**src/shared/scs_pkg.sv**
```systemverilog
// shared constants and types of the conversion sequencer
package scs_pkg;
   localparam int CLK_PERIOD_NS = 10;
   localparam int CMD_MIN_NS = 100;
   localparam int CONV_MAX_NS = 35000;
   localparam int RESULT_BITS = 16;
   localparam int CNT_W = 12;
   // least time rounds up, longest time rounds down
   localparam int CMD_MIN_CYC = (CMD_MIN_NS + CLK_PERIOD_NS - 1) / CLK_PERIOD_NS;
   localparam int CONV_MAX_CYC = CONV_MAX_NS / CLK_PERIOD_NS;
   localparam int BIT_CYCLES = CONV_MAX_CYC / RESULT_BITS;
   localparam logic [CNT_W-1:0] CMD_MIN_CNT = CNT_W'(CMD_MIN_CYC);
   localparam logic [15:0] START_PATTERN = 16'h7FFF;
   localparam logic [3:0] MSB_INDEX = 4'hF;
   localparam int RANGE_BIPOLAR_BIT = 1;

   typedef enum logic [0:0] {
      SCS_IDLE = 1'b0,
      SCS_BUSY = 1'b1
   } scs_state_type;

   typedef struct packed {
      scs_state_type state;
      logic [15:0] data;
      logic [3:0] idx;
      logic bipolar;
      logic prev_cmd;
      logic [CNT_W-1:0] high_cnt;
   } scs_seq_type;

   typedef struct packed {
      logic [CNT_W-1:0] cnt;
   } scs_div_type;
endpackage : scs_pkg

```
**src/shared/scs_if.sv**
```systemverilog
// carrier between the sequencer and its bit clock divider
`timescale 1ns/1ps
`default_nettype none
interface scs_if;
   logic busy;
   logic tick;
   modport seq (output busy, input tick);
   modport div (input busy, output tick);
endinterface : scs_if
`default_nettype wire

```
**src/rtl/scs_bit_clock.sv**
```systemverilog
// bit clock divider: one enable pulse per bit trial while busy
`timescale 1ns/1ps
`default_nettype none
module scs_bit_clock
#(
   parameter int BIT_CYCLES = scs_pkg::BIT_CYCLES
) (
   // clock and reset
   input wire logic i_sys_clk,
   input wire logic i_rst_b,
   // sequencer side
   scs_if.div bus
);
   import scs_pkg::*;

   generate
      if (BIT_CYCLES < 2 || BIT_CYCLES >= (1 << CNT_W)) begin : g_bad_div
         $error("scs_bit_clock: BIT_CYCLES out of range");
      end
   endgenerate

   localparam logic [CNT_W-1:0] LAST = CNT_W'(BIT_CYCLES - 1);

   scs_div_type st;
   scs_div_type next_st;

   // idle holds the count at zero, so every conversion starts a fresh bit period
   always_comb begin
      next_st = st;
      if (!bus.busy) begin
         next_st.cnt = '0;
      end else if (st.cnt == LAST) begin
         next_st.cnt = '0;
      end else begin
         next_st.cnt = st.cnt + 1'b1;
      end
   end

   always_ff @(posedge i_sys_clk or negedge i_rst_b) begin
      if (!i_rst_b) begin
         st <= '0;
      end else begin
         st <= next_st;
      end
   end

   assign bus.tick = bus.busy && (st.cnt == LAST);
endmodule : scs_bit_clock
`default_nettype wire

```
**src/rtl/scs_sequencer.sv**
```systemverilog
// successive-approximation conversion sequencer, top level
`timescale 1ns/1ps
`default_nettype none
module scs_sequencer
#(
   parameter int BIT_CYCLES = scs_pkg::BIT_CYCLES
) (
   // clock and reset
   input wire logic i_sys_clk,
   input wire logic i_rst_b,
   // command and analog decision
   input wire logic i_convert,
   input wire logic i_comp_keep,
   // range strap: bit 1 high selects bipolar
   input wire logic [1:0] i_range_sel,
   // status and result
   output logic o_status,
   output logic [15:0] o_data,
   output logic o_msb_true,
   output logic o_msb_comp,
   output logic o_bipolar
);
   import scs_pkg::*;

   generate
      if (RESULT_BITS * BIT_CYCLES + 1 > CONV_MAX_CYC) begin : g_bad_seq
         $error("scs_sequencer: BIT_CYCLES too long for the conversion limit");
      end
   endgenerate

   scs_if bus ();

   scs_bit_clock #(
      .BIT_CYCLES(BIT_CYCLES)
   ) u_bit_clock (
      .i_sys_clk(i_sys_clk),
      .i_rst_b(i_rst_b),
      .bus(bus)
   );

   scs_seq_type st;
   scs_seq_type next_st;
   logic cmd_fall;
   logic accept;
   logic last_tick;
   logic [3:0] idx_dn;

   // short command pulses are refused rather than trusted
   assign cmd_fall = st.prev_cmd && !i_convert;
   assign accept = (st.state == SCS_IDLE) && cmd_fall && (st.high_cnt >= CMD_MIN_CNT);
   assign last_tick = (st.state == SCS_BUSY) && bus.tick && (st.idx == 4'h0);
   assign idx_dn = st.idx - 4'h1;

   always_comb begin
      next_st = st;
      next_st.prev_cmd = i_convert;
      if (!i_convert) begin
         next_st.high_cnt = '0;
      end else if (st.high_cnt != CMD_MIN_CNT) begin
         next_st.high_cnt = st.high_cnt + 1'b1;
      end
      unique case (st.state)
         SCS_IDLE: begin
            if (accept) begin
               next_st.state = SCS_BUSY;
               next_st.data = START_PATTERN;
               next_st.idx = MSB_INDEX;
               // strap is caught per conversion, so coding never changes mid-result
               next_st.bipolar = i_range_sel[RANGE_BIPOLAR_BIT];
            end
         end
         SCS_BUSY: begin
            if (bus.tick) begin
               // trial value is low; a rejected trial returns the bit high
               if (!i_comp_keep) begin
                  next_st.data[st.idx] = 1'b1;
               end
               if (st.idx == 4'h0) begin
                  next_st.state = SCS_IDLE;
               end else begin
                  next_st.idx = idx_dn;
                  next_st.data[idx_dn] = 1'b0;
               end
            end
         end
      endcase
   end

   always_ff @(posedge i_sys_clk or negedge i_rst_b) begin
      if (!i_rst_b) begin
         st <= '0;
      end else begin
         st <= next_st;
      end
   end

   assign bus.busy = (st.state == SCS_BUSY);
   assign o_status = (st.state == SCS_BUSY);
   assign o_data = st.data;
   assign o_msb_true = st.data[15];
   assign o_msb_comp = ~st.data[15];
   assign o_bipolar = st.bipolar;

   // helper: cycles since the accepted command, only read by assertions
   logic [CNT_W-1:0] conv_cnt;
   localparam int BIT_SPAN = BIT_CYCLES;
   localparam int CONV_END = RESULT_BITS * BIT_CYCLES + 1;
   localparam int CONV_LIMIT = CONV_MAX_CYC;

   always_ff @(posedge i_sys_clk or negedge i_rst_b) begin
      if (!i_rst_b) begin
         conv_cnt <= '0;
      end else if (accept) begin
         conv_cnt <= 12'h001;
      end else if (o_status) begin
         conv_cnt <= conv_cnt + 12'h001;
      end
   end
endmodule : scs_sequencer
`default_nettype wire

```
**config.mk**
```make
export PLATFORM = sky130hd
export DESIGN_NAME = scs_sequencer
export DESIGN_NICKNAME = d
export VERILOG_FILES = /design/src/shared/scs_pkg.sv /design/src/shared/scs_if.sv /design/src/rtl/scs_bit_clock.sv /design/src/rtl/scs_sequencer.sv
export SDC_FILE = /design/constraint.sdc
export NUM_CORES = 1
export LEC_CHECK = 0
export BUFFER_PORTS_ARGS = -buffer_cell sky130_fd_sc_hd__buf_2
export CAP_MARGIN = 25
export CORE_MARGIN = 3
export CORE_UTILIZATION = 63
export CTS_CLUSTER_DIAMETER = 200
export DETAILED_ROUTE_END_ITERATION = 8
export PLACE_DENSITY = 0.88
export SLEW_MARGIN = 20
export SYNTH_ARGS = -nofsm -noshare
export SYNTH_HDL_FRONTEND = slang
export SYNTH_HIERARCHICAL = 1
export SYNTH_SLANG_ARGS = --single-unit
```
**constraint.sdc**
```tcl
create_clock -name i_sys_clk -period 5.2 [get_ports i_sys_clk]
set_clock_uncertainty 0.1 [all_clocks]
set_input_delay 0.26 -clock i_sys_clk [delete_from_list [all_inputs] [get_ports i_sys_clk]]
set_output_delay 0.26 -clock i_sys_clk [all_outputs]
set_load 0.05 [all_outputs]
```
==> qor.csv, run 1 <==
stage,metric,value,unit
synth,postSynthCellCount,265,
pwr,p_leak,0.00112,µW
worst_setup_path,cpPeakStageDelay,0.79,ns
global_route,grt_pass1_wl,8210,µm
worst_setup_path,cp.depth,6,
floorplan,die_w,69.4,µm
timing,rsz0062_at_grt,no,
drt,totalWireLength,4830,µm
worst_hold_path,hold_path_depth,1,
floorplan,num_rows,22,
synth,synth_top_area_share,46.5,%
worst_setup_path,slowest_stage,nor4bb_1,
worst_setup_path,criticalPathCategory,reg -> reg,
global_route,grt_max_degree,48,
placed_design,gp_congestion,0.764,
finish,fin_nets,279,
synth,synth_area_leaders,"dfrtp_1 (46%), buf_4 (5.3%), a21oi_1 (4.2%)",
global_route,grt_pass1_vias,1839,
pwr,p_per_area,248,mW/mm²
drt,num_vias,1978,
drt,antenna_left,0,
synth,synth_area,0.00253,mm²
worst_setup_path,crit_family,simple AND/OR/NAND/NOR gates,
drt,drc,0,
finish,drive_gt1_share,15.6,%
timing,slew_viol_final,0,
finish,antennaDiodeCount,0,
floorplan,fp.dieArea,0.00481,mm²
timing,tightest_slew,0.898,ns
timing,max_slew_margin,39.3,%
timing,fmax,0.346,GHz
worst_setup_path,crit_start,u_bit_clock/st[5],
worst_setup_path,path_cells,"or4_4, nor4_1, buf_4, nor4bb_1, a22o_1, o21ai_1",
placed_design,place_inst,309,
timing,finalSetupViolCount,0,
synth,synth.distinct_cells,47,
synth,synthTopCellsByCount,"dfrtp_1 (47), a21oi_1 (21), buf_4 (18), o21ai_0 (18), nor2_1 (17)",
clocking,postCtsSetupRepairBufs,0,
synth,synth_edf_count,0,
timing,period_share,55.6,%
pwr,vdd_ir_drop_max,158,µV
synth,synth.most_common_cell,dfrtp_1,
finish,stdcell_area,0.00266,mm²
finish,syn2layout_area_growth,5.04,%
timing,setup-tns-final,0,ns
floorplan,dieHeight,69.4,µm
worst_hold_path,min_from,i_convert,
floorplan,pin_count,26,
clocking,htree_levels,2,
synth,synth_ff_type,dfrtp_1,
global_route,grt_util_all_layers,21.1,%
clocking,path_clk_slew,0.09,ns
clocking,cts_buffers,5,
worst_setup_path,worst_ep_required_time,5.25,ns
worst_setup_path,ff2ff_path_depth,6,
placed_design,dpl.hpwl,3220,µm
timing,hold_viol_final,0,
clocking,insertion_delay,0.31,ns
clocking,clockBufferDepth,2,
clocking,clockRootBuffer,clkbuf_8,
floorplan,core,0.00377,mm²
synth,syn_nets,275,
synth,synth_top_area_cell,dfrtp_1,
synth,ys_ff_latch,47,
worst_setup_path,worst-endpoint-arrival,2.94,ns
worst_setup_path,r2r-start,u_bit_clock/st[5],
placed_design,port_buffers,24,
synth,yosysSeqAreaShare,46.5,%
global_route,antenna_found_initial,0,
drt,drtIter0Drc,205,
worst_setup_path,cp-start-kind,flop,
worst_setup_path,crit_buf_inv,1,
timing,period_needed,2.89,ns
worst_hold_path,hp-class,in -> reg,
synth,syn_avg_cell_area,9.55,µm²
placed_design,placed_cell_area,0.00253,mm²
clocking,cts.sink_count,47,
synth,yosysWarnings,6,
worst_setup_path,path_max_fanout,11,
run,maxCapViolations,0,
worst_setup_path,worstSetupEndpointType,flop,
synth,async_flop_share,100,%
clocking,tritoncts,built,
floorplan,start_util,67.1,%
drt,wl_per_cell,15.2,µm
status,status,completed,
finish,num-fill-cells,287,
global_route,grt_overflow_total,0,
finish,layout.cells.non_filler,318,
drt,first_pass_iters,4,
drt,via_per_inst,6.22,
==> worst paths after layout <==
path,to,slack [ns]
setup / recovery,o_data[3],2.31
hold reg to reg,u_bit_clock/st[0],0.41
max in group asynchronous,st[5],4.23
hold / removal,st[12],0.08
setup reg to reg,o_data[3],2.31
min in group asynchronous,o_data[7],0.38
==> kinds of logic (layout without fill, tap and decap cells) <==
| group | count (synthesis) | after routing | share of synthesized area, % |
|---|---|---|---|
| flops | 47 | 47 | 46.5 |
| fa+ha+maj | 4 | 4 | 1.98 |
| simple gates | 90 | 90 | 20.6 |
| buf+inv | 41 | 46 | 9.09 |
| xor+xnor | 7 | 7 | 2.42 |
| mux | 4 | 4 | 1.63 |
| compound gates | 72 | 72 | 17.8 |
==> layout by cell type, fill, tap and decap left out, types with 3 or more instances in the layout <==
cell,count
dfrtp_1,47
buf_2,23
a21oi_1,21
o21ai_0,18
nor2_1,17
nand2_1,13
inv_1,12
nand3_1,9
or4_1,8
a31oi_1,8
nand4_1,8
o21ai_1,7
o31ai_1,7
or3_1,6
nand2b_1,5
clkbuf_8,5
nor3_1,4
xor2_1,4
ha_1,4
nor2b_1,3
mux2i_1,3
xnor2_1,3
==> stage by stage <==
step | util (%) | setup slack (ns) | power, µW | hold slack [ns]
global route | 70.5 | 2.11 | 685 | 0.0834
finish | 70.5 | 2.31 | 658 | 0.0802
global placement | 67.2 | 2.44 | 395 | 0.370
floorplan | - | 2.65 | 385 | -0.136
CTS | 70.2 | 2.33 | 664 | 0.0524
detailed placement | 67.2 | 2.35 | 395 | 0.389
==> worst reg2reg max path, stage by stage (launching register included) <==
cell      delay [ns]
dfrtp_1         0.44
or4_4           0.58
nor4_1          0.30
buf_4           0.22
nor4bb_1        0.79
a22o_1          0.23
o21ai_1         0.07
==> per-layer routing <==
metal,track usage [%],vias to the layer above,routed length [µm]
met5,0,-,0
met4,11.1,0,153
met3,6.23,14,238
met2,34.9,56,2360
met1,24.7,954,2080
li1,-,954,-
==> where the power goes <==
group / leakage (µW) / internal (µW) / total, µW / switching [µW]
registers: 0.000606 / 367 / 371 / 3.21
logic: 0.000455 / 5.16 / 17.7 / 12.5
clock network: 0.0000581 / 143 / 270 / 127
==> area by class of cell <==
cell class | count | area, µm² | share of cell area [%]
Sequential cell | 47 | 1180 | 44.2
Inverter | 12 | 45.0 | 1.69
Clock inverter | 3 | 43.8 | 1.65
Clock buffer | 5 | 68.8 | 2.59
Tap cell | 48 | 60.1 | 2.26
Timing Repair Buffer | 26 | 140 | 5.27
Multi-Input combinational cell | 177 | 1120 | 42.3
==> registers in the layout (all words and copies together), names as in the netlist <==
| register | flops |
|---|---|
| u_bit_clock/st | 12 |
| st | 17 |
| o_status | 1 |
| o_bipolar | 1 |
| o_data | 16 |
==> what timing repair did <==
action | 4_1_cts | 5_1_grt
setup endpoints to repair | 0 | 0
resized for setup | 0 | 0
hold buffers | 0 | 1
hold endpoints to repair | 0 | 47
No activity file was read; power rests on OpenSTA's default activity.
==> inputs of run 2 (changes only) <==
Settings changed: CORE_UTILIZATION 63 to 53, PLACE_DENSITY 0.88 to 0.8.
Clock period 5.2 ns to 2.6 ns, I/O delays scaled along.
==> qor.csv, run 2 (synthesized netlist as in run 1, its figures left out) <==
stage,metric,value,unit,change
status,status,completed,,
placed_design,placed_cell_area,0.00256,mm²,+1.1%
global_route,grt_util_all_layers,18.8,%,-2.2 points
worst_setup_path,criticalPathCategory,reg -> reg,,
finish,syn2layout_area_growth,6.72,%,
timing,slew_viol_final,0,,unchanged
worst_setup_path,worst-endpoint-arrival,2.54,ns,-0.40 ns
drt,first_pass_iters,4,,unchanged
global_route,grtUsageMet2,31.8,%,-3.0 points
clocking,clockBufferDepth,2,,unchanged
timing,period_needed,2.42,ns,-0.474 ns
global_route,antenna_found_initial,0,,unchanged
timing,finalSetupViolCount,0,,unchanged
finish,fin_nets,284,,+1.8%
global_route,met3_usage,3.60,%,-2.6 points
global_route,grt_pass1_wl,8200,µm,-0.17%
floorplan,pin_count,26,,unchanged
clocking,insertion_delay,0.30,ns,about the same
finish,final_common_cell,dfrtp_1,,
worst_hold_path,min_from,i_comp_keep,,
worst_setup_path,worstSetupEndpointType,flop,,
drt,totalWireLength,4760,µm,-1.5%
worst_hold_path,hold_path_depth,3,,+2
worst_setup_path,crit_start,u_bit_clock/st[5],,
floorplan,start_util,56.6,%,-11 points
floorplan,num_rows,24,,+9.1%
timing,fmax,0.414,GHz,+20%
worst_hold_path,hold_end,o_data[13],,
timing,hold_viol_final,0,,unchanged
timing,setup-tns-final,0,ns,unchanged
placed_design,port_buffers,24,,unchanged
clocking,path_clk_slew,0.08,ns,about the same
finish,drive_gt1_share,16.7,%,+1.2 points
drt,num_vias,1959,,-0.96%
drt,drtIter0Drc,72,,-65%
clocking,cts.sink_count,47,,unchanged
global_route,grt_pass1_vias,1880,,+2.2%
timing,period_share,92.9,%,+37 points
drt,via_per_inst,5.99,,-3.7%
clocking,cts_buffers,5,,unchanged
timing,tightest_slew,0.577,ns,-0.321 ns
finish,largest_register_ffs,17,,unchanged
worst_setup_path,worst_ep_required_time,2.72,ns,-2.53 ns
worst_setup_path,rr_endpoint,st[16],,
worst_hold_path,hp-class,in -> reg,,
pwr,vdd_ir_drop_max,181,µV,+15%
global_route,grt_overflow_total,0,,unchanged
global_route,grt_max_degree,48,,unchanged
pwr,p_leak,0.00113,µW,+1.3%
timing,rsz0062_at_grt,no,,
drt,drc,0,,unchanged
placed_design,place_ws,0.158,ns,-2.19 ns
placed_design,gp_congestion,0.935,,+22%
global_route,use_met1,22.5,%,-2.2 points
clocking,clockRootBuffer,clkbuf_8,,
run,maxCapViolations,0,,unchanged
clocking,htree_levels,2,,unchanged
worst_setup_path,r2r-start,u_bit_clock/st[5],,
placed_design,dpl.hpwl,3320,µm,+3.1%
floorplan,die_w,75.1,µm,+8.2%
worst_setup_path,ff2ff_path_depth,6,,unchanged
drt,antenna_left,0,,unchanged
floorplan,fp.dieArea,0.00564,mm²,+17%
timing,whs,0.0667,ns,-0.0136 ns
finish,stdcell_area,0.00270,mm²,+1.6%
worst_setup_path,path_max_fanout,11,,unchanged
clocking,tritoncts,built,,
finish,top_register,st,,
floorplan,core,0.00447,mm²,+19%
finish,final_cell_mix,"dfrtp_1 (47), buf_2 (23), a21oi_1 (21)",,
floorplan,dieHeight,75.1,µm,+8.2%
timing,worst_slack,0.185,ns,-2.13 ns
timing,max_slew_margin,61.6,%,+22 points
pwr,p_per_area,465,mW/mm²,+88%
finish,antennaDiodeCount,0,,unchanged
global_route,top_usage_layer,met2,,
worst_setup_path,rrSetupSlack,0.18,ns,-2.13 ns
drt,wl_per_cell,14.5,µm,-4.2%
worst_setup_path,cp-start-kind,flop,,
## run 2: critical path, cell delays in order (launching register included)
cell and delay (ns):
dfrtp_1 0.42, or4_4 0.58, nor4_2 0.25, buf_4 0.20, or3b_2 0.49, xor2_1 0.16
a22oi_1 0.14
## run 2: repair_timing
action,in CTS,in global routing
endpoints found under the setup margin,0,6
hold endpoints to repair,49,0
hold buffers,3,0
gates resized for setup,0,2
setup buffers,0,0
## run 2: final cells by class
| class | count | area [µm²] |
|---|---|---|
| inverters | 12 | 45.0 |
| clock buffers | 8 | 100 |
| fillers | 370 | 1770 |
| multi-input cells | 177 | 1130 |
| repair buffers | 31 | 183 |
| well taps | 52 | 65.1 |
| flip-flops and latches | 47 | 1180 |
## run 2: worst max path at each step
| stage | to | slack, ns | cells past startpoint |
|---|---|---|---|
| after global placement | st[16] | 0.20 | 6 |
| after CTS | o_status | 0.14 | 6 |
| after detailed placement | o_status | 0.16 | 6 |
| after floorplan | o_data[3] | 0.05 | 6 |
| final | st[16] | 0.18 | 6 |
| after global routing | o_data[12] | 0.05 | 9 |
## run 2: routing by layer
layer | share of wire [%] | wire length, µm
met2 | 51 | 2420
met1 | 44 | 2090
met5 | 0 | 0
met4 | 1.3 | 61
met3 | 3.9 | 184
## run 2: per-stage QoR
stage	instances	utilization (%)	total power, µW
3_5_place_dp	316	57.2	792
4_1_cts	327	60.2	1270
5_1_grt	327	60.4	1310
2_1_floorplan	265	-	769
3_3_place_gp	316	57.2	790
6_report	327	60.4	1250
## run 2: power by group
group	leakage (µW)	switching [µW]	internal, µW	total, µW
sequential	0.000606	6.92	735	742
clock	0.0000515	232	243	475
combinational	0.000476	25.9	12.2	38.1
==> inputs of run 3 (changes only) <==
Settings changed: BUFFER_PORTS_ARGS -buffer_cell sky130_fd_sc_hd__buf_2 to unset, CORE_UTILIZATION 53 to 57, DONT_BUFFER_PORTS set to 1, PLACE_DENSITY 0.8 to 0.79.
==> qor.csv, run 3 (synthesized netlist as in run 1, its figures left out) <==
stage,metric,value,unit,change
status,status,completed,,
drt,first_pass_iters,4,,unchanged
worst_setup_path,crit_end,st[16],,
finish,final_cell_mix,"dfrtp_1 (47), a21oi_1 (21), nor2_1 (17), o21ai_0 (17), nand2_1 (13)",,
timing,hold_viol_final,0,,unchanged
finish,top_register,st,,
worst_setup_path,cp-start-kind,flop,,
finish,fin_util,64.3,%,+3.9 points
timing,max_slew_margin,65.4,%,+3.9 points
placed_design,gp_congestion,0.880,,-5.9%
finish,fin_nets,263,,-7.4%
finish,syn2layout_area_growth,5.19,%,
clocking,path_clk_slew,0.09,ns,about the same
clocking,htree_levels,2,,unchanged
finish,final_common_cell,dfrtp_1,,
global_route,grt_pass1_vias,1823,,-3.0%
timing,slew_viol_final,0,,unchanged
floorplan,fp.dieArea,0.00528,mm²,-6.5%
pwr,p_leak,0.00105,µW,-7.3%
worst_hold_path,hp-class,in -> reg,,
placed_design,dpl.hpwl,3240,µm,-2.4%
run,maxCapViolations,0,,unchanged
drt,antenna_left,0,,unchanged
worst_setup_path,worstSetupEndpointType,flop,,
finish,stdcell_area,0.00266,mm²,-1.4%
clocking,tritoncts,built,,
finish,antennaDiodeCount,0,,unchanged
floorplan,start_util,61.1,%,+4.5 points
global_route,grt_pass1_wl,8120,µm,-0.93%
timing,fmax,0.405,GHz,-2.2%
global_route,grt_overflow_total,0,,unchanged
drt,drtIter0Drc,144,,+100%
timing,period_share,95.0,%,+2.1 points
timing,finalSetupViolCount,0,,unchanged
worst_setup_path,criticalPathCategory,reg -> reg,,
global_route,grt_max_degree,48,,unchanged
finish,drive_gt1_share,9.84,%,-6.9 points
clocking,cts.sink_count,47,,unchanged
pwr,p_per_area,533,mW/mm²,+15%
timing,whs,0.0665,ns,-0.000190 ns
placed_design,port_buffers,0,,-100%
floorplan,die_w,72.6,µm,-3.3%
worst_setup_path,worst-endpoint-arrival,2.59,ns,+0.05 ns
worst_setup_path,ff2ff_path_depth,6,,unchanged
clocking,insertion_delay,0.30,ns,about the same
timing,setup-tns-final,0,ns,unchanged
global_route,grt_util_all_layers,19.6,%,+0.72 points
placed_design,placed_cell_area,0.00245,mm²,-4.5%
timing,tightest_slew,0.518,ns,-0.0583 ns
finish,largest_register_ffs,17,,unchanged
pwr,total_power,1420,µW,+13%
drt,wl_per_cell,16.1,µm,+11%
floorplan,dieHeight,72.6,µm,-3.3%
worst_hold_path,hold_path_depth,3,,unchanged
floorplan,num_rows,23,,-4.2%
drt,via_per_inst,6.23,,+4.1%
timing,rsz0062_at_grt,no,,
floorplan,core,0.00414,mm²,-7.4%
worst_setup_path,rrSetupSlack,0.13,ns,-0.06 ns
worst_setup_path,path_max_fanout,11,,unchanged
global_route,antenna_found_initial,0,,unchanged
worst_setup_path,rr_endpoint,st[16],,
clocking,clockBufferDepth,2,,unchanged
worst_setup_path,worst_ep_required_time,2.72,ns,about the same
worst_setup_path,crit_start,u_bit_clock/st[9],,
timing,period_needed,2.47,ns,+0.0553 ns
floorplan,pin_count,26,,unchanged
clocking,clockRootBuffer,clkbuf_8,,
drt,totalWireLength,4890,µm,+2.9%
pwr,vdd_ir_drop_max,273,µV,+50%
drt,num_vias,1895,,-3.3%
worst_setup_path,r2r-start,u_bit_clock/st[9],,
clocking,cts_buffers,5,,unchanged
drt,drc,0,,unchanged
clocking,postCtsSetupRepairBufs,0,,unchanged
[run 3: cell type report]
cell class | instances | area, µm²
multi-input cells | 177 | 1140
fillers | 331 | 1480
clock inverters | 3 | 67.6
repair buffers | 10 | 105
clock buffers | 5 | 68.8
inverters | 12 | 45.0
well taps | 50 | 62.6
flip-flops and latches | 47 | 1180
[run 3: timing repair]
| item | CTS | global route |
|---|---|---|
| gates resized for setup | 0 | 3 |
| endpoints found under the hold margin | 58 | 0 |
| hold buffers | 5 | 0 |
| setup endpoints to repair | 0 | 14 |
[run 3: critical path, stage by stage, from the launching register on]
cell and delay (ns):
dfrtp_1 0.43, or4_4 0.56, nor4_2 0.28, buf_4 0.21
or3b_2 0.49, xor2_1 0.16, a22oi_1 0.16
[run 3: power breakdown]
part	switching, µW	internal (µW)
Clock	252	383
Sequential	7.61	735
Combinational	25.7	14.9
[run 3: worst min path at each step]
stage | from | end | slack, ns
2_1_floorplan | i_rst_b | o_bipolar | -0.27
3_3_place_gp | i_rst_b | o_data[3] | -0.26
3_5_place_dp | i_rst_b | o_data[7] | -0.26
4_1_cts | i_comp_keep | o_data[9] | 0.07
5_1_grt | i_comp_keep | o_data[5] | 0.10
6_report | i_comp_keep | o_data[5] | 0.07
[run 3: per-stage QoR]
step,instances,setup WS [ns]
floorplan,265,0.0483
global placement,291,0.196
detailed placement,291,0.0948
CTS,304,0.0871
global route,304,0.00764
finish,304,0.130
[run 3: layer usage]
metal,vias up,track usage (%),wire length [µm]
li1,925,-,-
met1,923,22.6,2110
met2,39,34.1,2480
met3,8,5.79,235
met4,0,7.38,77
met5,-,0,0
